File: config.mk
export PLATFORM = sky130hd
export DESIGN_NAME = smr_mode_regs
export DESIGN_NICKNAME = d
export VERILOG_FILES = /design/src/rtl/smr_burst_order.v /design/src/rtl/smr_delay_line.v /design/src/rtl/smr_mode_regs.v
export VERILOG_INCLUDE_DIRS = /design/src /design/src/rtl
export SDC_FILE = /design/constraint.sdc
export NUM_CORES = 1
export LEC_CHECK = 0
export BUFFER_PORTS_ARGS = -buffer_cell sky130_fd_sc_hd__clkbuf_2
export CAP_MARGIN = 20
export CORE_AREA = 2 2 162 117
export CTS_BUF_LIST = sky130_fd_sc_hd__clkbuf_8
export CTS_CLUSTER_SIZE = 25
export DETAILED_ROUTE_END_ITERATION = 10
export DIE_AREA = 0 0 164 119
export PLACE_DENSITY_LB_ADDON = 0.25
export SETUP_SLACK_MARGIN = 0.2
export SYNTH_ARGS = -nofsm -noshare
export SYNTH_HDL_FRONTEND = slang
export SYNTH_HIERARCHICAL = 1
export SYNTH_SLANG_ARGS = --single-unit
File: constraint.sdc
create_clock -name ref_clk -period 7.65 [get_ports ref_clk]
set_clock_uncertainty 0.15 [all_clocks]
set_input_delay 1.53 -clock ref_clk [delete_from_list [all_inputs] [get_ports ref_clk]]
set_output_delay 1.53 -clock ref_clk [all_outputs]
set_load 0.02 [all_outputs]
File: src/rtl/smr_map.vh
`ifndef SMR_MAP_VH
`define SMR_MAP_VH
// Bank codes selecting the target of a mode-set command
`define SMR_BANK_BASE      3'h0
`define SMR_BANK_EXT1      3'h1
// Base mode register fields
`define SMR_BL_LO          0
`define SMR_BL_HI          1
`define SMR_BT_BIT         3
`define SMR_CAS_LO         4
`define SMR_CAS_HI         6
`define SMR_TM_BIT         7
`define SMR_DLLRST_BIT     8
`define SMR_WR_LO          9
`define SMR_WR_HI          11
`define SMR_PPD_BIT        12
// First extended mode register fields
`define SMR_DLLDIS_BIT     0
`define SMR_DIC0_BIT       1
`define SMR_RTT0_BIT       2
`define SMR_AL_LO          3
`define SMR_AL_HI          4
`define SMR_DIC1_BIT       5
`define SMR_RTT1_BIT       6
`define SMR_WLEV_BIT       7
`define SMR_RTT2_BIT       9
`define SMR_TERMINATION_STROBE_BIT       11
`define SMR_QOFF_BIT       12
// Burst length codes
`define SMR_BL_FIX8        2'h0
`define SMR_BL_OTF         2'h1
`define SMR_BL_FIX4        2'h2
// Posted delay codes
`define SMR_AL_ZERO        2'h0
`define SMR_AL_M1          2'h1
`define SMR_AL_M2          2'h2
// Write start advance for a fixed chopped burst, in link clocks
`define SMR_CHOP_ADVANCE   4'h2
// Width of the address bus and reset value of the registers
`define SMR_ADDR_W         15
`define SMR_REG_RESET      15'h0000
`endif

File: src/rtl/smr_burst_order.v
`timescale 1ns/10ps
`default_nettype none
// Beat order for an eight-beat burst: index of the column for each beat
module smr_burst_order (
  // Burst setup
  input  wire [2:0]  start_col,
  input  wire        interleave,
  input  wire        is_write,
  // Eight 3-bit beat indices, beat 0 in the low bits
  output wire [23:0] order
);
  genvar b;
  generate
    for (b = 0; b < 8; b = b + 1) begin : g_beat
      localparam [2:0] BI = b;
      wire [2:0] bi = BI;
      wire [2:0] seq_ix;
      wire [2:0] il_ix;
      // Sequential wraps inside the nibble, nibble swaps with beat bit 2
      assign seq_ix = {start_col[2] ^ bi[2], start_col[1:0] + bi[1:0]};
      assign il_ix  = start_col ^ bi;
      assign order[3*b+2:3*b] = is_write ? bi :
                                (interleave ? il_ix : seq_ix);
    end
  endgenerate
endmodule // smr_burst_order
`default_nettype wire

File: src/rtl/smr_delay_line.v
`timescale 1ns/10ps
`default_nettype none
// Variable delay of a one-cycle event, counted in link clock enables
module smr_delay_line #(
  parameter DEPTH = 32
) (
  // Clock and reset
  input  wire       ref_clk,
  input  wire       rstn,
  // Link clock enable and event
  input  wire       tick,
  input  wire       ev_in,
  input  wire [4:0] delay,
  // Delayed event
  output reg        ev_out
);
  reg [DEPTH-1:0] line;
  always @(posedge ref_clk or negedge rstn) begin
    if (!rstn) begin
      line   <= {DEPTH{1'b0}};
      ev_out <= 1'b0;
    end else begin
      ev_out <= 1'b0;
      if (tick) begin
        line   <= {line[DEPTH-2:0], ev_in};
        ev_out <= (delay == 5'h00) ? ev_in : line[delay - 5'h01];
      end
    end
  end
endmodule // smr_delay_line
`default_nettype wire

File: src/rtl/smr_mode_regs.v
`timescale 1ns/10ps
`default_nettype none
`include "smr_map.vh"
module smr_mode_regs #(
  parameter AW = `SMR_ADDR_W
) (
  // Clock and reset
  input  wire          ref_clk,
  input  wire          rstn,
  // Link pins from the controller
  input  wire          link_ck,
  input  wire          cke,
  input  wire          cs_n,
  input  wire          ras_n,
  input  wire          cas_n,
  input  wire          we_n,
  input  wire [2:0]    bank,
  input  wire [AW-1:0] addr,
  // Device status inputs
  input  wire          loop_reset_done,
  input  wire          self_refresh,
  input  wire          chop_select_pin,
  input  wire          rd_cmd,
  input  wire          wr_cmd,
  input  wire          wr_term_active,
  // Raw register contents
  output reg  [AW-1:0] base_mode_register,
  output reg  [AW-1:0] first_extended_mode_register,
  // Base register decode
  output reg  [1:0]    burst_len,
  output reg           interleave,
  output reg  [3:0]    read_cas_delay,
  output reg           test_mode,
  output reg           loop_reset,
  output reg  [3:0]    write_recovery,
  output reg           fast_pd_exit,
  output reg  [23:0]   read_order,
  output reg  [23:0]   write_order,
  // First extended register decode
  output reg           loop_enabled,
  output reg  [1:0]    drive_strength,
  output reg  [2:0]    nominal_term,
  output reg  [4:0]    posted_command_delay,
  output reg  [4:0]    total_read_delay,
  output reg           write_level_en,
  output reg           out_disable,
  output reg           termination_strobe_en,
  output reg           write_data_mask_en,
  // Derived timing and pin control
  output reg  [3:0]    write_start_advance,
  output reg           write_needs_loop,
  output reg           loop_frozen_in_pd,
  output reg           loop_running,
  output reg           rd_data_start,
  output wire          dq_oe,
  output wire          spare_strobe_oe
);
  // Two-flop synchronisers for all link inputs
  localparam SW = 10 + AW;
  reg [SW-1:0] sync1;
  reg [SW-1:0] sync2;
  reg          ck_prev;
  reg [1:0]    rd_sync;
  always @(posedge ref_clk or negedge rstn) begin
    if (!rstn) begin
      sync1   <= {SW{1'b0}};
      sync2   <= {SW{1'b0}};
      ck_prev <= 1'b0;
      rd_sync <= 2'h0;
    end else begin
      rd_sync <= {rd_sync[0], rd_cmd};
      sync1   <= {link_ck, cke, cs_n, ras_n, cas_n, we_n, bank, addr,
                  chop_select_pin};
      sync2   <= sync1;
      ck_prev <= sync2[SW-1];
    end
  end
  wire          s_ck    = sync2[SW-1];
  wire          s_cke   = sync2[SW-2];
  wire          s_cs_n  = sync2[SW-3];
  wire          s_ras_n = sync2[SW-4];
  wire          s_cas_n = sync2[SW-5];
  wire          s_we_n  = sync2[SW-6];
  wire [2:0]    s_bank  = sync2[SW-7:SW-9];
  wire [AW-1:0] s_addr  = sync2[AW:1];
  wire          s_chop  = sync2[0];
  // Rising edge of the link clock is the command sample point
  wire tick = s_ck & ~ck_prev;
  wire mode_set = tick & s_cke & ~s_cs_n & ~s_ras_n & ~s_cas_n & ~s_we_n;

  // Register writes and self-clearing loop reset
  always @(posedge ref_clk or negedge rstn) begin
    if (!rstn) begin
      base_mode_register           <= `SMR_REG_RESET;
      first_extended_mode_register <= `SMR_REG_RESET;
    end else begin
      if (mode_set && s_bank == `SMR_BANK_BASE) begin
        base_mode_register <= s_addr;
      end else if (loop_reset_done) begin
        base_mode_register[`SMR_DLLRST_BIT] <= 1'b0;
      end
      if (mode_set && s_bank == `SMR_BANK_EXT1) begin
        first_extended_mode_register <= s_addr;
      end
    end
  end

  // CAS code to cycles: 1..6 -> 5..10, 0 reserved left at 5
  wire [2:0] cas_code = base_mode_register[`SMR_CAS_HI:`SMR_CAS_LO];
  wire [3:0] cas_cyc  = {1'b0, cas_code} + 4'h4 + {3'h0, cas_code == 3'h0};
  wire [1:0] al_code  =
    first_extended_mode_register[`SMR_AL_HI:`SMR_AL_LO];
  reg  [4:0] next_al;
  always @* begin
    if (al_code == `SMR_AL_M1) begin
      next_al = {1'b0, cas_cyc} - 5'h01;
    end else if (al_code == `SMR_AL_M2) begin
      next_al = {1'b0, cas_cyc} - 5'h02;
    end else begin
      next_al = 5'h00; // Reserved code treated as zero
    end
  end
  wire [2:0] wr_code = base_mode_register[`SMR_WR_HI:`SMR_WR_LO];
  wire [1:0] bl_code = base_mode_register[`SMR_BL_HI:`SMR_BL_LO];

  // Burst order for the column sampled with the command
  wire [23:0] rd_ord;
  wire [23:0] wr_ord;
  smr_burst_order u_rd_order (
    .start_col  (s_addr[2:0]),
    .interleave (base_mode_register[`SMR_BT_BIT]),
    .is_write   (1'b0),
    .order      (rd_ord)
  );
  smr_burst_order u_wr_order (
    .start_col  (s_addr[2:0]),
    .interleave (base_mode_register[`SMR_BT_BIT]),
    .is_write   (1'b1),
    .order      (wr_ord)
  );

  // Registered decode outputs
  always @(posedge ref_clk or negedge rstn) begin
    if (!rstn) begin
      burst_len             <= 2'h0;
      interleave            <= 1'b0;
      read_cas_delay        <= 4'h0;
      test_mode             <= 1'b0;
      loop_reset            <= 1'b0;
      write_recovery        <= 4'h0;
      fast_pd_exit          <= 1'b0;
      read_order            <= 24'h000000;
      write_order           <= 24'h000000;
      loop_enabled          <= 1'b0;
      drive_strength        <= 2'h0;
      nominal_term          <= 3'h0;
      posted_command_delay  <= 5'h00;
      total_read_delay      <= 5'h00;
      write_level_en        <= 1'b0;
      out_disable           <= 1'b0;
      termination_strobe_en <= 1'b0;
      write_data_mask_en    <= 1'b1;
      write_start_advance   <= 4'h0;
      write_needs_loop      <= 1'b0;
      loop_frozen_in_pd     <= 1'b0;
      loop_running          <= 1'b0;
    end else begin
      burst_len      <= bl_code;
      interleave     <= base_mode_register[`SMR_BT_BIT];
      read_cas_delay <= cas_cyc;
      test_mode      <= base_mode_register[`SMR_TM_BIT];
      loop_reset     <= base_mode_register[`SMR_DLLRST_BIT];
      // Codes 1..3 give 5..7, 4..7 give 8,10,12,14, 0 reserved as 15
      if (wr_code == 3'h0) begin
        write_recovery <= 4'hF;
      end else if (wr_code < 3'h4) begin
        write_recovery <= {1'b0, wr_code} + 4'h4;
      end else begin
        write_recovery <= {wr_code, 1'b0};
      end
      fast_pd_exit      <= base_mode_register[`SMR_PPD_BIT];
      loop_frozen_in_pd <= ~base_mode_register[`SMR_PPD_BIT];
      if (mode_set && s_bank == `SMR_BANK_BASE) begin
        read_order  <= read_order;
        write_order <= write_order;
      end else if (tick && s_cke && ~s_cs_n && s_ras_n && ~s_cas_n) begin
        // Read order follows the column of each read or write command, write order is always beats 0 to 7
        read_order  <= rd_ord;
        write_order <= wr_ord;
      end
      loop_enabled <=
        ~first_extended_mode_register[`SMR_DLLDIS_BIT];
      drive_strength <= {first_extended_mode_register[`SMR_DIC1_BIT],
                         first_extended_mode_register[`SMR_DIC0_BIT]};
      nominal_term <= {first_extended_mode_register[`SMR_RTT2_BIT],
                       first_extended_mode_register[`SMR_RTT1_BIT],
                       first_extended_mode_register[`SMR_RTT0_BIT]};
      posted_command_delay <= next_al;
      total_read_delay     <= next_al + {1'b0, cas_cyc};
      write_level_en <= first_extended_mode_register[`SMR_WLEV_BIT];
      out_disable    <= first_extended_mode_register[`SMR_QOFF_BIT];
      termination_strobe_en <=
        first_extended_mode_register[`SMR_TERMINATION_STROBE_BIT];
      write_data_mask_en <=
        ~first_extended_mode_register[`SMR_TERMINATION_STROBE_BIT];
      if (bl_code == `SMR_BL_FIX4) begin
        write_start_advance <= `SMR_CHOP_ADVANCE;
      end else begin
        write_start_advance <= 4'h0;
      end
      // Write termination keeps writes on the loop even with nominal off
      write_needs_loop <= wr_term_active;
      loop_running <= ~first_extended_mode_register[`SMR_DLLDIS_BIT] &
                      ~self_refresh;
    end
  end

  // Read timing: event delayed by total read delay in link clocks
  // Read request is synchronised alongside the command pins
  wire rd_evt = rd_sync[1] & tick;
  wire rd_first;
  smr_delay_line #(.DEPTH(32)) u_rd_delay (
    .ref_clk (ref_clk),
    .rstn    (rstn),
    .tick    (tick),
    .ev_in   (rd_evt),
    .delay   (total_read_delay),
    .ev_out  (rd_first)
  );
  always @(posedge ref_clk or negedge rstn) begin
    if (!rstn) begin
      rd_data_start <= 1'b0;
    end else begin
      rd_data_start <= rd_first;
    end
  end

  // Output window: four link clocks per burst, two for a chopped one
  reg       rd_chop;
  reg [2:0] beat_cnt;
  always @(posedge ref_clk or negedge rstn) begin
    if (!rstn) begin
      rd_chop  <= 1'b0;
      beat_cnt <= 3'h0;
    end else begin
      if (rd_evt) begin
        rd_chop <= (bl_code == `SMR_BL_FIX4) ||
                   (bl_code == `SMR_BL_OTF && ~s_chop);
      end
      if (rd_first) begin
        beat_cnt <= 3'h4;
      end else if (tick && beat_cnt != 3'h0) begin
        beat_cnt <= beat_cnt - 3'h1;
      end
    end
  end
  // Second half of a chopped read stays high impedance
  wire drive_half = (beat_cnt > 3'h2) || (!rd_chop && beat_cnt != 3'h0);
  assign dq_oe = drive_half & ~out_disable;
  assign spare_strobe_oe = dq_oe & termination_strobe_en;
endmodule // smr_mode_regs
`default_nettype wire

==> summary.txt, run 1 <==
Status
  • Run status: complete, no violations

Synthesis
  • Distinct cells, synth: 50
  • Seq cells post-synth: 207
  • Post-synth EDFFs: 0
  • Register area share after synthesis: 65.3%
  • Dominant cell type by area after synthesis: dfrtp_1
  • Most used DFF post-synth: dfrtp_1
  • Synth Instances: 515
  • Ys Warns: 6
  • Synth top area share: 64.9%
  • Async S/R FF share, synth: 100%
  • Synth area leaders: dfrtp_1 (65%), mux2_2 (15%), buf_4 (3.1%)
  • Cell Area, Synth: 7940 um^2
  • Syn_area_per_cell: 15.4 um^2

Worst hold path
  • Hold crit path type: register to register

Clocking
  • CTS Buf Count: 35
  • Clock sink count: 207
  • Hold-fix buffers at CTS: 0
  • Root buf cell: clkbuf_8
  • CTS tree: yes
  • Max Buffers Root-to-Sink: 3
  • Clk pin slew, worst setup/hold paths: 0.06 ns
  • Setup bufs post-CTS: 0
  • Post-cts repair resize count: 0
  • H-tree Lvls: 2
  • Later-pin clock latency in the skew report: 0.50 ns

Final layout
  • Ant. Diodes: 0
  • Fillers: 1543
  • NumNets Final: 713
  • Layout cells sized above 1: 49.0%
  • P&R area growth vs syn: 19.3%

Setup path
  • Crit-path max FO: 4
  • CP cell instances: inv_1, ha_1, o22ai_1, o21ba_2, and2_1, clkbuf_2
  • Critical path type: register to primary output
  • Setup crit end kind: primary output
  • Critical Path Slowest Stage Cell: dfrtp_1
  • Buf+Inv Stages, Crit Path: 2
  • WP data arrival: 1.83 ns
  • Startpoint Class: register
  • Worst path required time: 5.97 ns
  • CP peak stage delay: 0.37 ns
  • R2R Setup Slk: 4.53 ns
  • Critical path's top delay family: flip-flops

Routing
  • WL final: 14.3 mm
  • Vias per std cell: 4.64
  • 1st-iter DRT viols: 139
  • Avg WL per Cell: 15.3 um
  • Antenna viol nets, final: 0
  • TritonRoute pass-1 iters: 4
  • DRC: 0
  • Total number of vias: 4326

Timing
  • RSZ-0062 raised after global routing: false
  • Worst Tran Pin Value: 1.01 ns
  • Minimum clock period: 3.51 ns
  • Final Cycle Share: 45.9%
  • Endpoints failing hold: 0
  • Final Max Tran Viols: 0
  • Slew margin rel.: 32.7%
  • Count of final setup violators: 0
  • Max Fclk: 285 MHz
  • WHS: 0.191 ns
  • Setup TNS: 0 ns

Die
  • Core area: 18200 um^2
  • DIE WIDTH: 164 um
  • Site Rows: 42
  • Number of primary I/O pins: 154
  • Die H: 119 um
  • Full die area: 19500 um^2
  • Initial core utilization: 43.5%

Placed design
  • Port Buffers: 149
  • Hpwl dp: 9.46 mm
  • Routability-driven placement congestion ratio: 0.746

Global routing
  • GRT busiest layer: met2
  • Largest net degree at the start of global routing: 130
  • Initial antenna violation count: 0
  • Congestion Overflow GR: 0
  • GR met1 Demand/Resource: 21.4%
  • All-Layer GR Usage: 15.2%
  • First-pass GRT wire length: 23.5 mm
  • M2 GR Usage: 22.9%
  • Met3 Usage GRT: 4.42%
  • Vias in the first global route: 4577

Run
  • Max Cap Viol: 0

Power and ir drop
  • Total leakage power: 4.77 nW
  • Cell Pwr Density: 264 nW/um^2
  • Max VDD drop: 0.192 mV
==> sequential cells by signal, summed over array words and instances, names as in the netlist, 15 cells and up <==
signal                        cells
u_rd_delay/line                  32
sync1                            25
sync2                            25
read_order                       24
write_order                      24
base_mode_register               15
first_extended_mode_register     15
==> through the flow <==
stage,worst slack [ns],utilization [%],area (um^2),total power [mW],instances
floorplan,4.66,-,7970,1.46,524
global placement,4.17,47.9,8730,1.55,872
detailed placement,4.05,47.9,8730,1.57,872
CTS,4.11,51.7,9420,2.54,930
global route,4.02,51.9,9470,2.63,932
finish,4.14,51.9,9470,2.50,932
==> worst paths after layout <==
| path | start | cells past startpoint | to |
|---|---|---|---|
| min | sync1[18] | 0 | sync2[18] |
| min in group asynchronous | rstn | 1 | read_order[3] |
| max | beat_cnt[0] | 6 | spare_strobe_oe |
| max reg2reg | base_mode_register[6] | 12 | total_read_delay[4] |
| min reg2reg | sync1[18] | 0 | sync2[18] |
| max in group asynchronous | rstn | 3 | u_rd_delay/line[13] |
==> layer usage <==
layer  vias up  part of all wire (%)
li1       2026                     -
met1      2175                    46
met2       100                    46
met3        25                   5.5
met4         0                   1.8
met5         -                     0
==> cell type report <==
| cell class | count | area [um^2] | share of cell area (%) |
|---|---|---|---|
| Clock inverter | 12 | 57.6 | 0.608 |
| Sequential cell | 207 | 5180 | 54.7 |
| Clock buffer | 46 | 633 | 6.68 |
| Multi-Input combinational cell | 241 | 2360 | 24.9 |
| Inverter | 30 | 113 | 1.19 |
| Tap cell | 242 | 303 | 3.20 |
| Timing Repair Buffer | 154 | 825 | 8.71 |
==> Yosys cell counts (all sizes together), types with 5 or more instances <==
cell    instances
clkbuf          7
nand2          10
nor2            8
mux2          109
a21oi           6
dfrtp         206
nand2b          6
ha             11
o21ai           7
xnor2           8
buf            39
mux4            8
inv            30
mux2i          14
nor2b           5
==> cell usage in the layout, fill, tap and decap left out, types with 2 or more instances in the layout <==
cell / netlist / layout
mux4_2: 8 / 8
nand2_1: 9 / 8
inv_2: 2 / 2
nand2b_2: 2 / 2
o21bai_1: 2 / 2
a211oi_1: 2 / 2
inv_1: 28 / 36
conb_1: 2 / 11
a21oi_1: 6 / 6
clkbuf_2: 1 / 148
mux2i_1: 14 / 14
o22ai_1: 3 / 3
and2b_1: 4 / 4
clkinv_2: 0 / 2
nor2_1: 8 / 8
o31ai_1: 2 / 2
mux2_2: 105 / 105
clkbuf_8: 0 / 47
nor2b_1: 3 / 2
nor3b_1: 3 / 3
nand2_2: 1 / 2
inv_6: 0 / 2
xnor2_1: 7 / 7
ha_1: 11 / 11
buf_4: 33 / 3
o211ai_1: 2 / 2
o21ai_0: 7 / 7
nor3_1: 4 / 4
nand2b_1: 4 / 4
nor2b_2: 2 / 3
dfrtp_1: 206 / 206
mux2_4: 4 / 4
==> cells by family (layout without fill, tap and decap cells) <==
family / after synthesis / in the layout / synth area share (%)
AOI/OAI and AO/OA: 27 / 27 / 2.17
xor gates and xnor gates: 10 / 10 / 1.29
and+or+nand+nor: 49 / 49 / 3.88
muxes: 131 / 131 / 19.7
buffers and inverters: 76 / 242 / 5.50
adders and majority gates: 13 / 13 / 2.11
other: 2 / 11 / 0.0946
DFF: 207 / 207 / 65.3
==> power breakdown <==
part	internal [mW]	switching, mW	total (mW)	leakage [nW]
Combinational	0.132	0.173	0.306	1.80
Sequential	1.18	0.0572	1.24	2.58
Clock	0.537	0.416	0.953	0.390
Total	1.85	0.646	2.50	4.77
Note: power is estimated with default switching activity, not from simulation.
==> run 2, diff against run 1 <==
Clock period 7.65 ns to 3.6 ns, I/O delays scaled along.
==> run 2 against run 1 <==
  * Register-to-register slack worse by 4.0 ns
  * Die area stayed put
  * Count of clock-buffer cells in the layout is 3 lower
  * Final area is 0.54% higher
  * Largest power group unchanged
  * Highest routed layer unchanged
  * Critical endpoint is now total_read_delay[4]
  * Sequential power is 110% higher
==> summary.txt, run 2 (synthesized netlist as in run 1, its figures left out) <==
Status
  • Run status: complete, no violations

Timing
  • Setup TNS: 0 ns (unchanged)
  • Slew margin rel.: 53.1% (+20 points)
  • Endpoints failing hold: 0 (unchanged)
  • RSZ-0062 raised after global routing: false
  • Final Max Tran Viols: 0 (unchanged)
  • Worst Tran Pin Value: 0.698 ns (-0.311 ns)
  • Final Cycle Share: 86.6%
  • Count of final setup violators: 0 (unchanged)
  • Fin worst setup slack: 0.481 ns (-3.66 ns)
  • Max Fclk: 321 MHz
  • Minimum clock period: 3.12 ns

Die
  • Site Rows: 42 (unchanged)
  • Core area: 18200 um^2 (unchanged)
  • DIE WIDTH: 164 um (unchanged)
  • Die H: 119 um (unchanged)
  • Number of primary I/O pins: 154 (unchanged)
  • Initial core utilization: 43.5% (unchanged)
  • Full die area: 19500 um^2 (unchanged)

Global routing
  • Largest net degree at the start of global routing: 84 (-35%)
  • Vias in the first global route: 4551 (-0.57%)
  • All-Layer GR Usage: 15.3% (+0.096 points)
  • Congestion Overflow GR: 0 (unchanged)
  • Initial antenna violation count: 0 (unchanged)
  • First-pass GRT wire length: 23.7 mm (+0.97%)

Placed design
  • Dpl cell area: 8770 um^2 (+0.40%)
  • Routability-driven placement congestion ratio: 0.732 (-1.8%)
  • Setup WS pre-CTS: 0.507 ns (-3.55 ns)
  • Port Buffers: 149 (unchanged)
  • DP Cell Count: 875 (+0.34%)
  • Hpwl dp: 9.64 mm (+1.9%)

Routing
  • Total number of vias: 4324 (-0.046%)
  • WL final: 14.3 mm (about the same)
  • Vias per std cell: 4.61 (-0.58%)
  • TritonRoute pass-1 iters: 4 (unchanged)
  • 1st-iter DRT viols: 131 (-5.8%)
  • Antenna viol nets, final: 0 (unchanged)
  • Avg WL per Cell: 15.2 um (-0.51%)
  • DRC: 0 (unchanged)

Final layout
  • Ant. Diodes: 0 (unchanged)
  • P&R area growth vs syn: 20.0%
  • Most frequent cells in the layout: dfrtp_1 (206), clkbuf_2 (148), mux2_2 (105)
  • Biggest register: u_rd_delay/line
  • Layout cells sized above 1: 49.4% (+0.37 points)
  • Max FFs per register: 32 (unchanged)
  • Final instance area: 9520 um^2 (+0.54%)
  • Leading cell type in the layout, fill and taps excluded: dfrtp_1
  • Non-filler instance count after layout: 937 (+0.54%)
  • Top Registers: u_rd_delay/line x32, sync1 x25, sync2 x25
  • NumNets Final: 716 (+0.42%)

Setup path
  • R2R Path End: total_read_delay[4]
  • WP data arrival: 3.36 ns (+1.53 ns)
  • Startpoint Class: register
  • RR Startpoint: base_mode_register[6]
  • Critical Path Slowest Stage Cell: dfrtp_1
  • Worst r2r path cells: 12 (unchanged)
  • Worst path required time: 3.84 ns (-2.13 ns)
  • CP cell instances: nor3_1, ha_1, ha_1, inv_1, ha_1, o22ai_1, inv_1, fa_1, inv_1, maj3_1, a2111o_1, o211ai_1
  • CP peak stage delay: 0.45 ns (+0.08 ns)
  • Setup crit end kind: register
  • Critical path type: register to register
  • Crit-path max FO: 6 (+2)
  • R2R Setup Slk: 0.48 ns (-4.05 ns)

Power and ir drop
  • Cell Pwr Density: 570 nW/um^2 (+120%)
  • Max VDD drop: 0.470 mV (+150%)
  • Power, Total: 5.43 mW (+120%)
  • Total leakage power: 4.79 nW (+0.43%)

Clocking
  • Root buf cell: clkbuf_8
  • Hold-fix buffers at CTS: 0 (unchanged)
  • Post-cts repair resize count: 0 (unchanged)
  • Max Buffers Root-to-Sink: 3 (unchanged)
  • CTS Buf Count: 36 (+2.9%)
  • Clk pin slew, worst setup/hold paths: 0.06 ns (about the same)
  • Later-pin clock latency in the skew report: 0.51 ns (about the same)
  • Clock sink count: 207 (unchanged)
  • H-tree Lvls: 2 (unchanged)
  • Setup bufs post-CTS: 0 (unchanged)
  • CTS tree: yes

Run
  • Max Cap Viol: 0 (unchanged)

Worst hold path
  • Hold crit path type: input pin to async pin
==> run 2: critical path, delay by kind of cell, from the launching register on <==
kind / cells / cell delay (ns)
buffers and inverters: 3 / 0.28
and+or+nand+nor: 1 / 0.09
AOI/OAI and AO/OA: 3 / 0.60
DFF: 1 / 0.45
adders and majority gates: 5 / 1.46
==> run 2: area by class of cell <==
| type | count | area [um^2] |
|---|---|---|
| Sequential cell | 207 | 5180 |
| Timing Repair Buffer | 156 | 832 |
| Multi-Input combinational cell | 241 | 2360 |
| Tap cell | 242 | 303 |
| Clock buffer | 43 | 592 |
| Clock inverter | 18 | 143 |
| Inverter | 30 | 113 |
| Fill cell | 1548 | 8710 |
==> run 2: how the worst max path moves through the flow <==
stage / slack (ns) / from / to / cells past startpoint
2_1_floorplan: 0.61 / base_mode_register[6] / total_read_delay[4] / 12
3_3_place_gp: 0.57 / base_mode_register[6] / total_read_delay[4] / 12
3_5_place_dp: 0.51 / base_mode_register[6] / total_read_delay[4] / 12
4_1_cts: 0.48 / base_mode_register[6] / total_read_delay[4] / 12
5_1_grt: 0.32 / base_mode_register[6] / total_read_delay[4] / 12
6_report: 0.48 / base_mode_register[6] / total_read_delay[4] / 12
==> run 2: through the flow <==
step | hold slack [ns] | utilization (%)
2_1_floorplan | 0.181 | -
3_3_place_gp | 0.182 | 48.1
3_5_place_dp | 0.185 | 48.1
4_1_cts | 0.0952 | 52.1
5_1_grt | 0.131 | 52.2
6_report | 0.112 | 52.2
==> run 2: power by group <==
group | switching [mW] | internal [mW] | total, mW
Combinational | 0.374 | 0.283 | 0.657
Clock | 0.917 | 1.23 | 2.15
Sequential | 0.108 | 2.52 | 2.62
==> run 2: layer usage <==
metal	vias up	part of all wire [%]	global-route usage [%]
li1	2039	-	-
met4	0	1.4	4.55
met3	21	5.7	4.53
met2	108	46	22.0
met1	2156	47	22.5
met5	-	0	0
